--- src/design/xover_ctrl_pkg.sv ---
// Package: register map, field positions and reset values of the crossover control block
package xover_ctrl_pkg;
  // ---------------------------------------------------------------
  // Register indices (byte address is four times the index)
  // ---------------------------------------------------------------
  localparam logic [7:0] CTRL_INDEX = 8'h1b;
  localparam logic [7:0] HWCFG_INDEX = 8'h1d;
  localparam logic [7:0] RSTCTL_INDEX = 8'h1e;
  // ---------------------------------------------------------------
  // Field positions of the crossover/polarity control register
  // ---------------------------------------------------------------
  localparam int SRC_SEL_BIT = 15;
  localparam int AUTO_EN_BIT = 14;
  localparam int MAN_STATE_BIT = 13;
  localparam int HB_OFF_BIT = 11;
  localparam int PLL_HOLD_BIT = 10;
  localparam int POL_BIT = 4;
  // Field positions of the hardware configuration register
  localparam int HW_AUTO_STRAP_BIT = 0;
  localparam int HW_MAN_STRAP_BIT = 1;
  // Field position of the reset control register
  localparam int PORT_RST_BIT = 1;
  // ---------------------------------------------------------------
  // Values after reset
  // ---------------------------------------------------------------
  localparam logic CTRL_BIT_RESET = 1'b0;
  localparam logic [31:0] READ_ZERO = 32'h0000_0000;
  // Crossover behaviour presented to the datapath
  typedef enum logic [1:0] {XO_STRAIGHT, XO_CROSS, XO_AUTO} xover_e;
endpackage : xover_ctrl_pkg

--- src/design/xover_ctrl.sv ---
// Module: crossover, heartbeat, receive PLL and polarity control register bank
`timescale 1ns/100ps
`default_nettype none

// Functional notes
// - Source select set: use register bits, ignore straps
// - Source select clear: take crossover from straps
// - Register bits 00 straight, 01 cross, 10 auto
// - Heartbeat test runs unless disable bit set
// - Hold bit keeps receive PLL on reference
// - No 10 Mb/s receive while PLL held
// - Read-only bit shows detected receive polarity
// - Port PHY reset returns control bits to default
// - All control bits read zero after reset
// - Hardware config register shows latched auto strap
// - Strap auto wins, else manual strap picks
// - Straps captured only at chip reset release
module xover_ctrl #(
  parameter int ADDR_W = 8
) (
  input wire logic CLK,
  input wire logic RESET,
  input wire logic CYC_I,
  input wire logic STB_I,
  input wire logic WE_I,
  input wire logic [ADDR_W-1:0] ADR_I,
  input wire logic [3:0] SEL_I,
  input wire logic [31:0] DAT_I,
  output logic [31:0] DAT_O,
  output logic ACK_O,
  input wire logic AUTO_STRAP,
  input wire logic MANUAL_STRAP,
  input wire logic TEN_RX_POLARITY_REVERSED,
  output logic XOVER_AUTO,
  output logic XOVER_CROSS,
  output logic HEARTBEAT_TEST_EN,
  output logic RX_PLL_REFERENCE_HOLD,
  output logic TEN_RX_ENABLE
);

  // ---------------------------------------------------------------
  // Elaboration check
  // ---------------------------------------------------------------
  if (ADDR_W < 8 || ADDR_W > 32) begin : g_bad_addr_w
    $error("ADDR_W must lie between 8 and 32");
  end

  // ---------------------------------------------------------------
  // Declarations
  // ---------------------------------------------------------------
  logic crossover_source_select;
  logic crossover_auto_enable;
  logic crossover_manual_state;
  logic heartbeat_test_disable;
  logic rx_pll_reference_hold;
  logic ten_rx_polarity_reversed;
  logic auto_meta;
  logic auto_sync;
  logic manual_meta;
  logic manual_sync;
  logic auto_latched;
  logic manual_latched;
  logic port_reset;
  logic access;
  logic wr_hi;
  logic wr_lo;
  logic [31:0] next_dat;
  xover_ctrl_pkg::xover_e next_mode;

  // Word index of a byte address
  function automatic logic [7:0] word_index(input logic [ADDR_W-1:0] adr);
    logic [31:0] wide;
    wide = 32'(adr);
    return wide[9:2];
  endfunction : word_index

  // Bus access in progress, not yet answered
  assign access = CYC_I && STB_I && !ACK_O;
  assign wr_hi = access && WE_I && SEL_I[1];
  assign wr_lo = access && WE_I && SEL_I[0];

  // ---------------------------------------------------------------
  // Pin synchronisers and strap capture
  // ---------------------------------------------------------------
  // Strap pins pass two flops; left free running so valid at release
  always_ff @(posedge CLK) begin
    auto_meta <= AUTO_STRAP;
    auto_sync <= auto_meta;
    manual_meta <= MANUAL_STRAP;
    manual_sync <= manual_meta;
  end

  // Straps follow the synchronisers while chip reset is high and freeze
  // at its release; a later strap change waits for the next chip reset
  always_ff @(posedge CLK) begin
    if (RESET) begin
      auto_latched <= auto_sync;
      manual_latched <= manual_sync;
    end
  end

  // Polarity status from the 10 Mb/s receiver on this clock
  always_ff @(posedge CLK) begin
    if (RESET) begin
      ten_rx_polarity_reversed <= 1'b0;
    end else begin
      ten_rx_polarity_reversed <= TEN_RX_POLARITY_REVERSED;
    end
  end

  // ---------------------------------------------------------------
  // Port PHY reset from the reset control register
  // ---------------------------------------------------------------
  // Self-clearing one-cycle pulse on a write of one
  always_ff @(posedge CLK) begin
    if (RESET) begin
      port_reset <= 1'b0;
    end else begin
      port_reset <= wr_lo && word_index(ADR_I) == xover_ctrl_pkg::RSTCTL_INDEX
                    && DAT_I[xover_ctrl_pkg::PORT_RST_BIT];
    end
  end

  // ---------------------------------------------------------------
  // Control bits
  // ---------------------------------------------------------------
  // Writable bits; chip reset and port reset restore defaults
  always_ff @(posedge CLK) begin
    if (RESET || port_reset) begin
      crossover_source_select <= xover_ctrl_pkg::CTRL_BIT_RESET;
      crossover_auto_enable <= xover_ctrl_pkg::CTRL_BIT_RESET;
      crossover_manual_state <= xover_ctrl_pkg::CTRL_BIT_RESET;
      heartbeat_test_disable <= xover_ctrl_pkg::CTRL_BIT_RESET;
      rx_pll_reference_hold <= xover_ctrl_pkg::CTRL_BIT_RESET;
    end else if (wr_hi && word_index(ADR_I) == xover_ctrl_pkg::CTRL_INDEX) begin
      // Only defined bits are stored; reserved positions drop
      crossover_source_select <= DAT_I[xover_ctrl_pkg::SRC_SEL_BIT];
      crossover_auto_enable <= DAT_I[xover_ctrl_pkg::AUTO_EN_BIT];
      crossover_manual_state <= DAT_I[xover_ctrl_pkg::MAN_STATE_BIT];
      heartbeat_test_disable <= DAT_I[xover_ctrl_pkg::HB_OFF_BIT];
      rx_pll_reference_hold <= DAT_I[xover_ctrl_pkg::PLL_HOLD_BIT];
    end
  end

  // ---------------------------------------------------------------
  // Crossover mode selection
  // ---------------------------------------------------------------
  // Register source or strap source
  always_comb begin
    next_mode = xover_ctrl_pkg::XO_STRAIGHT;
    if (crossover_source_select) begin
      case ({crossover_auto_enable, crossover_manual_state})
        2'b00: next_mode = xover_ctrl_pkg::XO_STRAIGHT;
        2'b01: next_mode = xover_ctrl_pkg::XO_CROSS;
        2'b10: next_mode = xover_ctrl_pkg::XO_AUTO;
        default: next_mode = xover_ctrl_pkg::XO_STRAIGHT; // Forbidden 11
      endcase
    end else if (auto_latched) begin
      next_mode = xover_ctrl_pkg::XO_AUTO;
    end else if (manual_latched) begin
      next_mode = xover_ctrl_pkg::XO_CROSS;
    end
  end

  // Datapath controls, all from flops
  always_ff @(posedge CLK) begin
    if (RESET) begin
      XOVER_AUTO <= 1'b0;
      XOVER_CROSS <= 1'b0;
      HEARTBEAT_TEST_EN <= 1'b1;
      RX_PLL_REFERENCE_HOLD <= 1'b0;
      TEN_RX_ENABLE <= 1'b1;
    end else begin
      XOVER_AUTO <= next_mode == xover_ctrl_pkg::XO_AUTO;
      XOVER_CROSS <= next_mode == xover_ctrl_pkg::XO_CROSS;
      HEARTBEAT_TEST_EN <= !heartbeat_test_disable;
      RX_PLL_REFERENCE_HOLD <= rx_pll_reference_hold;
      TEN_RX_ENABLE <= !rx_pll_reference_hold;
    end
  end

  // ---------------------------------------------------------------
  // Wishbone read data and acknowledge
  // ---------------------------------------------------------------
  // Read mux; unmapped words and reserved bits read zero
  always_comb begin
    next_dat = xover_ctrl_pkg::READ_ZERO;
    case (word_index(ADR_I))
      xover_ctrl_pkg::CTRL_INDEX: begin
        next_dat[xover_ctrl_pkg::SRC_SEL_BIT] = crossover_source_select;
        next_dat[xover_ctrl_pkg::AUTO_EN_BIT] = crossover_auto_enable;
        next_dat[xover_ctrl_pkg::MAN_STATE_BIT] = crossover_manual_state;
        next_dat[xover_ctrl_pkg::HB_OFF_BIT] = heartbeat_test_disable;
        next_dat[xover_ctrl_pkg::PLL_HOLD_BIT] = rx_pll_reference_hold;
        next_dat[xover_ctrl_pkg::POL_BIT] = ten_rx_polarity_reversed;
      end
      xover_ctrl_pkg::HWCFG_INDEX: begin
        next_dat[xover_ctrl_pkg::HW_AUTO_STRAP_BIT] = auto_latched;
        next_dat[xover_ctrl_pkg::HW_MAN_STRAP_BIT] = manual_latched;
      end
      default: next_dat = xover_ctrl_pkg::READ_ZERO;
    endcase
  end

  // One-cycle ack one edge after the request; every address answers
  always_ff @(posedge CLK) begin
    if (RESET) begin
      ACK_O <= 1'b0;
    end else begin
      ACK_O <= access;
    end
  end

  // Read data registered alongside the ack
  always_ff @(posedge CLK) begin
    if (RESET) begin
      DAT_O <= xover_ctrl_pkg::READ_ZERO;
    end else if (access) begin
      DAT_O <= WE_I ? xover_ctrl_pkg::READ_ZERO : next_dat;
    end
  end

  // ---------------------------------------------------------------
  // Assertions
  // ---------------------------------------------------------------
  chk_reg_cross_mode: assert property (
    @(posedge CLK) disable iff (RESET)
    crossover_source_select && !crossover_auto_enable && crossover_manual_state
    |=> XOVER_CROSS && !XOVER_AUTO)
    else $error("Register crossover state not applied");

  chk_reg_auto_mode: assert property (
    @(posedge CLK) disable iff (RESET)
    crossover_source_select && crossover_auto_enable && !crossover_manual_state
    |=> XOVER_AUTO && !XOVER_CROSS)
    else $error("Register auto crossover not applied");

  chk_strap_mode: assert property (
    @(posedge CLK) disable iff (RESET)
    !crossover_source_select
    |=> XOVER_AUTO == $past(auto_latched)
        && XOVER_CROSS == ($past(!auto_latched) && $past(manual_latched)))
    else $error("Strap crossover not applied");

  chk_heartbeat_off: assert property (
    @(posedge CLK) disable iff (RESET)
    wr_hi && word_index(ADR_I) == xover_ctrl_pkg::CTRL_INDEX
    && DAT_I[xover_ctrl_pkg::HB_OFF_BIT]
    |=> ##1 !HEARTBEAT_TEST_EN || $past(port_reset, 2))
    else $error("Heartbeat test not disabled after write");

  chk_pll_no_rx: assert property (
    @(posedge CLK) disable iff (RESET)
    (RX_PLL_REFERENCE_HOLD == !TEN_RX_ENABLE)
    and (rx_pll_reference_hold |=> RX_PLL_REFERENCE_HOLD))
    else $error("Receive allowed while PLL held");

  chk_polarity_read: assert property (
    @(posedge CLK) disable iff (RESET)
    access && !WE_I && word_index(ADR_I) == xover_ctrl_pkg::CTRL_INDEX
    |=> ACK_O && DAT_O[xover_ctrl_pkg::POL_BIT] == $past(ten_rx_polarity_reversed))
    else $error("Polarity bit wrong on read");

  chk_port_reset: assert property (
    @(posedge CLK) disable iff (RESET)
    port_reset |=> !crossover_source_select && !crossover_auto_enable
                   && !crossover_manual_state && !heartbeat_test_disable
                   && !rx_pll_reference_hold)
    else $error("Port reset did not clear control bits");

  chk_reset_zero: assert property (
    @(posedge CLK) disable iff (RESET)
    $past(RESET) |-> !crossover_source_select && !crossover_auto_enable
                     && !crossover_manual_state && !heartbeat_test_disable
                     && !rx_pll_reference_hold)
    else $error("Control bits not zero after reset");

  chk_hwcfg_read: assert property (
    @(posedge CLK) disable iff (RESET)
    access && !WE_I && word_index(ADR_I) == xover_ctrl_pkg::HWCFG_INDEX
    |=> DAT_O[xover_ctrl_pkg::HW_AUTO_STRAP_BIT] == auto_latched)
    else $error("Latched auto strap not reported");

  chk_strap_hold: assert property (
    @(posedge CLK) disable iff (RESET)
    !$past(RESET) |-> $stable(auto_latched) && $stable(manual_latched))
    else $error("Strap value changed outside reset release");

  chk_reserved_zero: assert property (
    @(posedge CLK) disable iff (RESET)
    access && !WE_I && word_index(ADR_I) == xover_ctrl_pkg::CTRL_INDEX
    |=> DAT_O[31:16] == 16'h0000 && DAT_O[12] == 1'b0
        && DAT_O[9:5] == 5'h00 && DAT_O[3:0] == 4'h0)
    else $error("Reserved bits not zero");

  chk_ack_single: assert property (
    @(posedge CLK) disable iff (RESET)
    ACK_O |=> !ACK_O)
    else $error("Ack held longer than one cycle");

endmodule : xover_ctrl

`default_nettype wire

--- config.mk ---
export PLATFORM = sky130hd
export DESIGN_NAME = xover_ctrl
export DESIGN_NICKNAME = d
export VERILOG_FILES = /design/src/design/xover_ctrl_pkg.sv /design/src/design/xover_ctrl.sv
export SDC_FILE = /design/constraint.sdc
export NUM_CORES = 1
export LEC_CHECK = 0
export BUFFER_PORTS_ARGS = -buffer_cell sky130_fd_sc_hd__clkbuf_2
export CORE_ASPECT_RATIO = 0.7
export CORE_MARGIN = 4
export CORE_UTILIZATION = 38
export CTS_CLUSTER_SIZE = 16
export DETAILED_ROUTE_END_ITERATION = 8
export PLACE_DENSITY = 0.77
export RECOVER_POWER = 25
export SLEW_MARGIN = 20
export SYNTH_ARGS = -nofsm -noshare
export SYNTH_HDL_FRONTEND = slang
export SYNTH_SLANG_ARGS = --single-unit
--- constraint.sdc ---
create_clock -name CLK -period 1.4 [get_ports CLK]
set_input_delay 0.14 -clock CLK [delete_from_list [all_inputs] [get_ports CLK]]
set_output_delay 0.14 -clock CLK [all_outputs]
set_load 0.05 [all_outputs]
# [Yosys cells after proc, flatten, opt, wreduce, memory -nomap -nowiden]
# Cells that the tools add are included.
[totals] register_bits=51
[op_classes] muxes=9 n_eq_ne=7 reduce_logical=12
[ops] operator="$eq A6 B5 Y1 const B" n=3
[ops] operator="$mux W16" n=1
[ops] operator="$logic_and A1 B1 Y1" n=8
[ops] operator="$mux W2" n=4
[ops] operator="$eq A2 B1 Y1 const B" n=2
[ops] operator="$eq A2 B2 Y1 const B" n=2
[ops] operator="$pmux W2 S2" n=1
[ops] operator="$logic_not A1 Y1" n=3
[ops] operator="$mux W3" n=1
[ops] operator="$mux W1" n=2
[ops] operator="$logic_or A1 B1 Y1" n=1

# [Depth between registers and ports, before layout]
# Gate-level depths: netlist (run 1).
[depth] word_depth=6 depth_mapped=4

# [Worst setup path before layout (run 1)]
# Ideal clock, no wire load.
[synth_path] kind="register to register" startpoint="register ACK_O" endpoint="register DAT_O[0]" t_required_ps=1340 synth_period_minus_slack_ps=1435 path_slack_ps=-35 arrival_time_ps=1374 path_buffers=1 setup_time_ps=60 path_stages_with_launch=5 path_cell_list="dfxtp_1 nand3b_1 nor2b_1 clkbuf_1 a22o_1"
[synth_between] elab_chain_len=2
[synth_lines] element="start, declared" line_no="xover_ctrl.sv:30" source="output logic ACK_O,"
[synth_lines] element="start signal, assigned" line_no="xover_ctrl.sv:210" source="ACK_O <= access;"
[synth_lines] element="$logic_not A1 Y1" line_no="xover_ctrl.sv:78" source="assign access = CYC_I && STB_I && !ACK_O;"
[synth_lines] element="$logic_and A1 B1 Y1" line_no="xover_ctrl.sv:78"
[synth_lines] element="end signal, assigned" line_no="xover_ctrl.sv:217" source="DAT_O <= xover_ctrl_pkg::READ_ZERO;"
[synth_lines] element="end signal, assigned" line_no="xover_ctrl.sv:219" source="DAT_O <= WE_I ? xover_ctrl_pkg::READ_ZERO : next_dat;"
[synth_lines] element="end, declared" line_no="xover_ctrl.sv:29" source="output logic [31:0] DAT_O,"
# No other way between the ends.
# A chain may end at the register's enable or synchronous reset.

# [Final worst setup path (run 1)]
# Same ends and word-level chain as after synthesis.

==> results.py, run 1 <==
metrics = {
    "power": {
        "comb_power_share": 0.171,
        "p_int_w": 0.00104,
        "power_density_nw_per_um2": 1100,
        "pwr-share-seq": 0.536,
        "peakVddDrop_uv": 507,
        "pwr-share-clk": 0.293,
        "total_power_w": 0.00149,
        "p_leak_nw": 0.648,
        "p_sw_w": 0.000447,
        "p_sw_frac": 0.300,
    },
    "logic_synthesis": {
        "synth_cell_types": 21,
        "synth_seq_cells": 27,
        "yosys_warnings": 0,
        "syn_avg_cell_area_um2": 11.1,
        "syn_area_um2": 1140,
        "yosysSeqAreaShare": 0.490,
        "synthCells": 103,
    },
    "place": {
        "portBuffers": 35,
        "dp.cells": 175,
        "pre_cts_slack_ps": 46.4,
        "place_congestion": 0.730,
        "dp_hpwl_um": 1850,
    },
    "drt": {
        "drc_errors": 0,
        "wl_met1_um": 905,
        "ant_nets": 0,
        "wl_per_cell_um": 12.2,
        "vias": 770,
        "vias_per_cell": 4.25,
        "first_pass_iters": 4,
        "routed.top_layer": "met3",
        "wl_met3_um": 204,
        "met2_length_um": 1110,
        "drt_iter0_markers": 31,
        "wl_um": 2220,
    },
    "clock_network": {
        "clk_pin_slew_worst_paths_ps": 90,
        "cts_tree": "done",
        "post_cts_buffers": 0,
        "htreeDepth": 1,
        "cts_buffer_depth": 2,
        "clk_latency_ps": 270,
        "root_buffer": "clkbuf_8",
        "cts.sink_count": 27,
        "cts_buffers": 3,
    },
    "floorplanning": {
        "die_w_um": 73.6,
        "die-area_um2": 3970,
        "core_um2": 2840,
        "die_h_um": 53.9,
        "io_pins": 90,
        "rows": 16,
        "start_util": 0.402,
    },
    "final_layout": {
        "final_cells": 181,
        "utilization": 0.476,
        "final_common_cell": "clkbuf_2",
        "diodes": 0,
        "largest_reg_flops": 8,
        "area_delta_synth_final_pct": 18.4,
        "fin_nets": 198,
        "final_cell_mix": "clkbuf_2, dfxtp_1, conb_1",
        "layout-drive-gt1-share": 0.324,
        "largest_register": "DAT_O",
    },
    "setup_path": {
        "cp_top_family": "simple AND/OR/NAND/NOR gates",
        "max_stage_delay_ps": 440,
        "path_class": "register to register",
        "crit_fanout": 4,
        "startpoint_type": "register",
        "cp.arrival_ps": 1470,
        "slowest_stage": "nor4_1",
        "cp_num_buf_inv": 0,
        "crit_chain": "nand4bb_4 -> nor4_1 -> a22o_1",
        "critPathRequiredTime_ps": 1610,
        "endpoint_kind": "register",
    },
    "global_route": {
        "antenna_found_initial": 0,
        "track_usage": 0.119,
        "grt_max_degree": 16,
        "grt-ovfl-total": 0,
        "grt_pass1_vias": 783,
        "grt_pass1_wl_um": 3530,
    },
    "timing": {
        "rsz0062_at_grt": "no",
        "setup_violations": 0,
        "finalSetupTns_ps": 0,
        "fin_worst_skew_ps": 9.58,
        "timing.final.hold_violations": 0,
        "fin_crit_ps": 1250,
        "finalWorstSetupSlack_ps": 145,
        "fmax_mhz": 797,
        "finalMaxSlewViolations": 0,
        "finalCritPeriodShare": 0.896,
    },
    "outcome": {
        "status": "finished, final reports clean",
    },
    "worst_hold_path": {
        "holdCritPathClass": "primary input to register",
    },
    "job": {
        "maxCapViolCount": 0,
    },
}
[routing by layer]
layer,GRT usage,up-vias
met1,0.135,353
met5,0,-
met4,0.00904,0
met3,0.0485,0
li1,-,386
met2,0.218,31
[final timing paths]
path / cells after the start / slack, ps / startpoint / to
worst max register to register: 3 / 150 / ACK_O / DAT_O[0]
worst min-delay path: 3 / 80 / DAT_I[10] / rx_pll_reference_hold
worst max-delay path: 3 / 150 / ACK_O / DAT_O[0]
worst min register to register: 0 / 340 / manual_meta / manual_sync
[synthesized netlist by cell type]
master | n | area share
dfxtp_1 | 25 | 0.44
buf_4 | 24 | 0.16
nand2_1 | 13 | 0.043
a22o_1 | 8 | 0.061
mux2i_1 | 5 | 0.044
inv_1 | 3 | 0.0098
nand2b_1 | 3 | 0.016
nand3b_1 | 3 | 0.020
edfxtp_1 | 2 | 0.053
nand3b_4 | 2 | 0.035
nor2_1 | 2 | 0.0066
nor2b_1 | 2 | 0.011
nor4_1 | 2 | 0.011
nor4_4 | 2 | 0.037
a21oi_1 | 1 | 0.0044
clkbuf_1 | 1 | 0.0033
conb_1 | 1 | 0.0033
nand4b_1 | 1 | 0.0077
nand4bb_4 | 1 | 0.024
o32a_1 | 1 | 0.0088
or2b_1 | 1 | 0.0066
[tightest hold or removal path: stages]
cell and delay (ps):
clkbuf_2 80, nand2_1 50, mux2i_1 50
[cell families after synthesis]
family                 count (synthesis)  synth area share
buffers and inverters                 28             0.171
AND/OR/NAND/NOR                       32             0.218
multiplexers                           5            0.0438
flip-flops                            27             0.490
AO/OA/AOI/OAI                         10            0.0744
other                                  1           0.00328
[through the flow]
step | hold WS (ps) | area (um^2)
finish | 82.6 | 1350
CTS | 79.7 | 1360
global route | 80.0 | 1350
detailed placement | 245 | 1290
global placement | 243 | 1290
floorplan | 168 | 1230
[power by group through the flow]
stage          combinational, W  sequential, W  clock (W)
2_1_floorplan          0.000231       0.000828          0
4_1_cts                0.000254       0.000798   0.000445
3_5_place_dp           0.000249       0.000815          0
3_3_place_gp           0.000245       0.000815          0
5_1_grt                0.000270       0.000800   0.000491
6_report               0.000255       0.000797   0.000436
[cell type report]
cell class / instances / area (um^2)
clock buffer: 3 / 41.3
clock inverter: 1 / 5.00
fill: 277 / 1490
inverter: 3 / 11.3
multi-input combinational: 71 / 477
sequential: 27 / 562
tap: 36 / 45.0
timing repair buffer: 40 / 213
[what timing repair did]
item	in CTS	in global routing
endpoints found under the setup margin	0	8
hold buffers	2	0
hold endpoints to repair	2	0
resized for setup	0	1
Power figures use the tool's default switching activity.
==> run 2: changes to the inputs <==
--- a/config.mk
+++ b/config.mk
@@ -13,6 +13,7 @@
 export DETAILED_ROUTE_END_ITERATION = 8
 export PLACE_DENSITY = 0.77
 export RECOVER_POWER = 25
+export REMOVE_ABC_BUFFERS = 1
 export SLEW_MARGIN = 20
 export SYNTH_ARGS = -nofsm -noshare
 export SYNTH_HDL_FRONTEND = slang
==> run 2 against run 1 <==
  * Utilization fell by 0.088 points
  * Largest cell class unchanged
  * Routed wire length down 1.6%
  * Total power fell by 0.58%
  * Cell area down 0.18%
  * Die area stayed put
  * Highest routed layer is now met4
  * Sequential power about the same
  * Critical endpoint is now crossover_source_select
  * Combinational power is essentially flat
  * Critical path depth increased by 1
  * Global-route usage fell by 0.44 points
==> results.py, run 2 (synthesis results as in run 1) <==
metrics = {
    "global_route": {
        "grt-ovfl-total": 0,
        "grt_max_degree": 15,
        "track_usage": 0.114,
        "grt_pass1_wl_um": 3320,
        "grt_pass1_vias": 774,
        "antenna_found_initial": 0,
    },
    "setup_path": {
        "critPathRequiredTime_ps": 1600,
        "crit_fanout": 5,
        "startpoint_type": "register",
        "rrSetupSlack_ps": 150,
        "rr_worst_depth": 4,
        "path_class": "register to register",
        "cp.arrival_ps": 1450,
        "rr_endpoint": "crossover_source_select",
        "endpoint_kind": "register",
        "r2r_start": "ACK_O",
    },
    "timing": {
        "finalCritPeriodShare": 0.891,
        "timing.final.hold_violations": 0,
        "rsz0062_at_grt": "no",
        "setup_violations": 0,
        "fin_crit_ps": 1250,
        "fin_worst_skew_ps": 1.62,
        "fmax_mhz": 801,
        "finalWorstSetupSlack_ps": 152,
        "finalSetupTns_ps": 0,
        "finalMaxSlewViolations": 0,
    },
    "worst_hold_path": {
        "hold_depth": 2,
        "min_from": "TEN_RX_POLARITY_REVERSED",
        "worstHoldEndpoint": "ten_rx_polarity_reversed",
        "holdCritPathClass": "primary input to register",
    },
    "final_layout": {
        "layout-drive-gt1-share": 0.310,
        "fin_nets": 198,
        "final_cell_area_um2": 1350,
        "largest_register": "DAT_O",
        "final_cell_mix": "clkbuf_2, dfxtp_1, conb_1",
        "area_delta_synth_final_pct": 18.2,
        "largest_reg_flops": 8,
        "fillers": 264,
        "diodes": 0,
        "final_common_cell": "clkbuf_2",
        "final_cells": 181,
    },
    "drt": {
        "wl_um": 2180,
        "ant_nets": 0,
        "wl_per_cell_um": 12.0,
        "vias_per_cell": 4.45,
        "first_pass_iters": 4,
        "drt_iter0_markers": 10,
        "drc_errors": 0,
        "vias": 805,
    },
    "floorplanning": {
        "start_util": 0.402,
        "die_h_um": 53.9,
        "core_um2": 2840,
        "io_pins": 90,
        "rows": 16,
        "die-area_um2": 3970,
        "die_w_um": 73.6,
    },
    "clock_network": {
        "htreeDepth": 1,
        "clk_latency_ps": 270,
        "cts_buffers": 3,
        "cts_buffer_depth": 2,
        "cts_tree": "done",
        "clk_pin_slew_worst_paths_ps": 80,
        "root_buffer": "clkbuf_8",
        "cts.sink_count": 27,
    },
    "place": {
        "dp_hpwl_um": 1830,
        "dp.cells": 175,
        "dpl-instance-area_um2": 1290,
        "pre_cts_slack_ps": 75.3,
        "portBuffers": 35,
        "place_congestion": 0.722,
    },
    "power": {
        "total_power_w": 0.00148,
        "power_density_nw_per_um2": 1090,
        "p_leak_nw": 0.645,
        "peakVddDrop_uv": 654,
    },
    "outcome": {
        "status": "finished, final reports clean",
    },
    "job": {
        "maxCapViolCount": 0,
    },
}
==> run 2: cell types whose count changed in the layout (fill, tap and decap cells not counted), sizes merged <==
cell    before  now
clkbuf      39   40
clkinv       1    0
==> run 2: area by class of cell <==
cell class	count	area (um^2)	share of cell area
repair buffers	40	213	0.157
clock buffers	4	45.0	0.0333
well taps	36	45.0	0.0333
multi-input cells	71	477	0.353
inverters	3	11.3	0.00833
flip-flops and latches	27	561	0.415
==> run 2: worst max path at each step <==
stage,startpoint,end,slack [ps],cells past startpoint
global route,ACK_O,DAT_O[1],70,3
global placement,ACK_O,DAT_O[0],120,3
finish,ACK_O,crossover_source_select,150,4
CTS,ACK_O,DAT_O[1],50,3
floorplan,ACK_O,DAT_O[0],-70,3
detailed placement,ACK_O,DAT_O[1],80,3
==> run 2: per-layer routing <==
layer  vias up  part of all wire  track usage
met3         4              0.11       0.0560
met2        37              0.51        0.216
met1       374              0.38        0.112
li1        390                 -            -
met5         -                 0            0
met4         0            0.0046       0.0301
==> run 2: worst max-delay path: stages (launching register included) <==
cell,delay (ps)
dfxtp_1,330
nand3b_1,220
nor4_4,240
buf_4,200
mux2i_1,190
==> run 2: per-stage QoR <==
step           hold WS, ps  utilization
2_1_floorplan          168            -
3_3_place_gp           244        0.453
3_5_place_dp           245        0.453
4_1_cts               91.3        0.476
5_1_grt               86.7        0.475
6_report              90.0        0.475
==> run 2: timing repair <==
action / 4_1_cts / 5_1_grt
hold buffers: 2 / 0
endpoints found under the hold margin: 2 / 0
setup buffers: 0 / 0
endpoints found under the setup margin: 0 / 1
resized for setup: 0 / 1
==> run 2: power breakdown <==
group	total, W	internal [W]	switching, W
clock	0.000428	0.000204	0.000224
sequential	0.000797	0.000792	0.00000560
combinational	0.000254	0.0000497	0.000204
total	0.00148	0.00105	0.000434
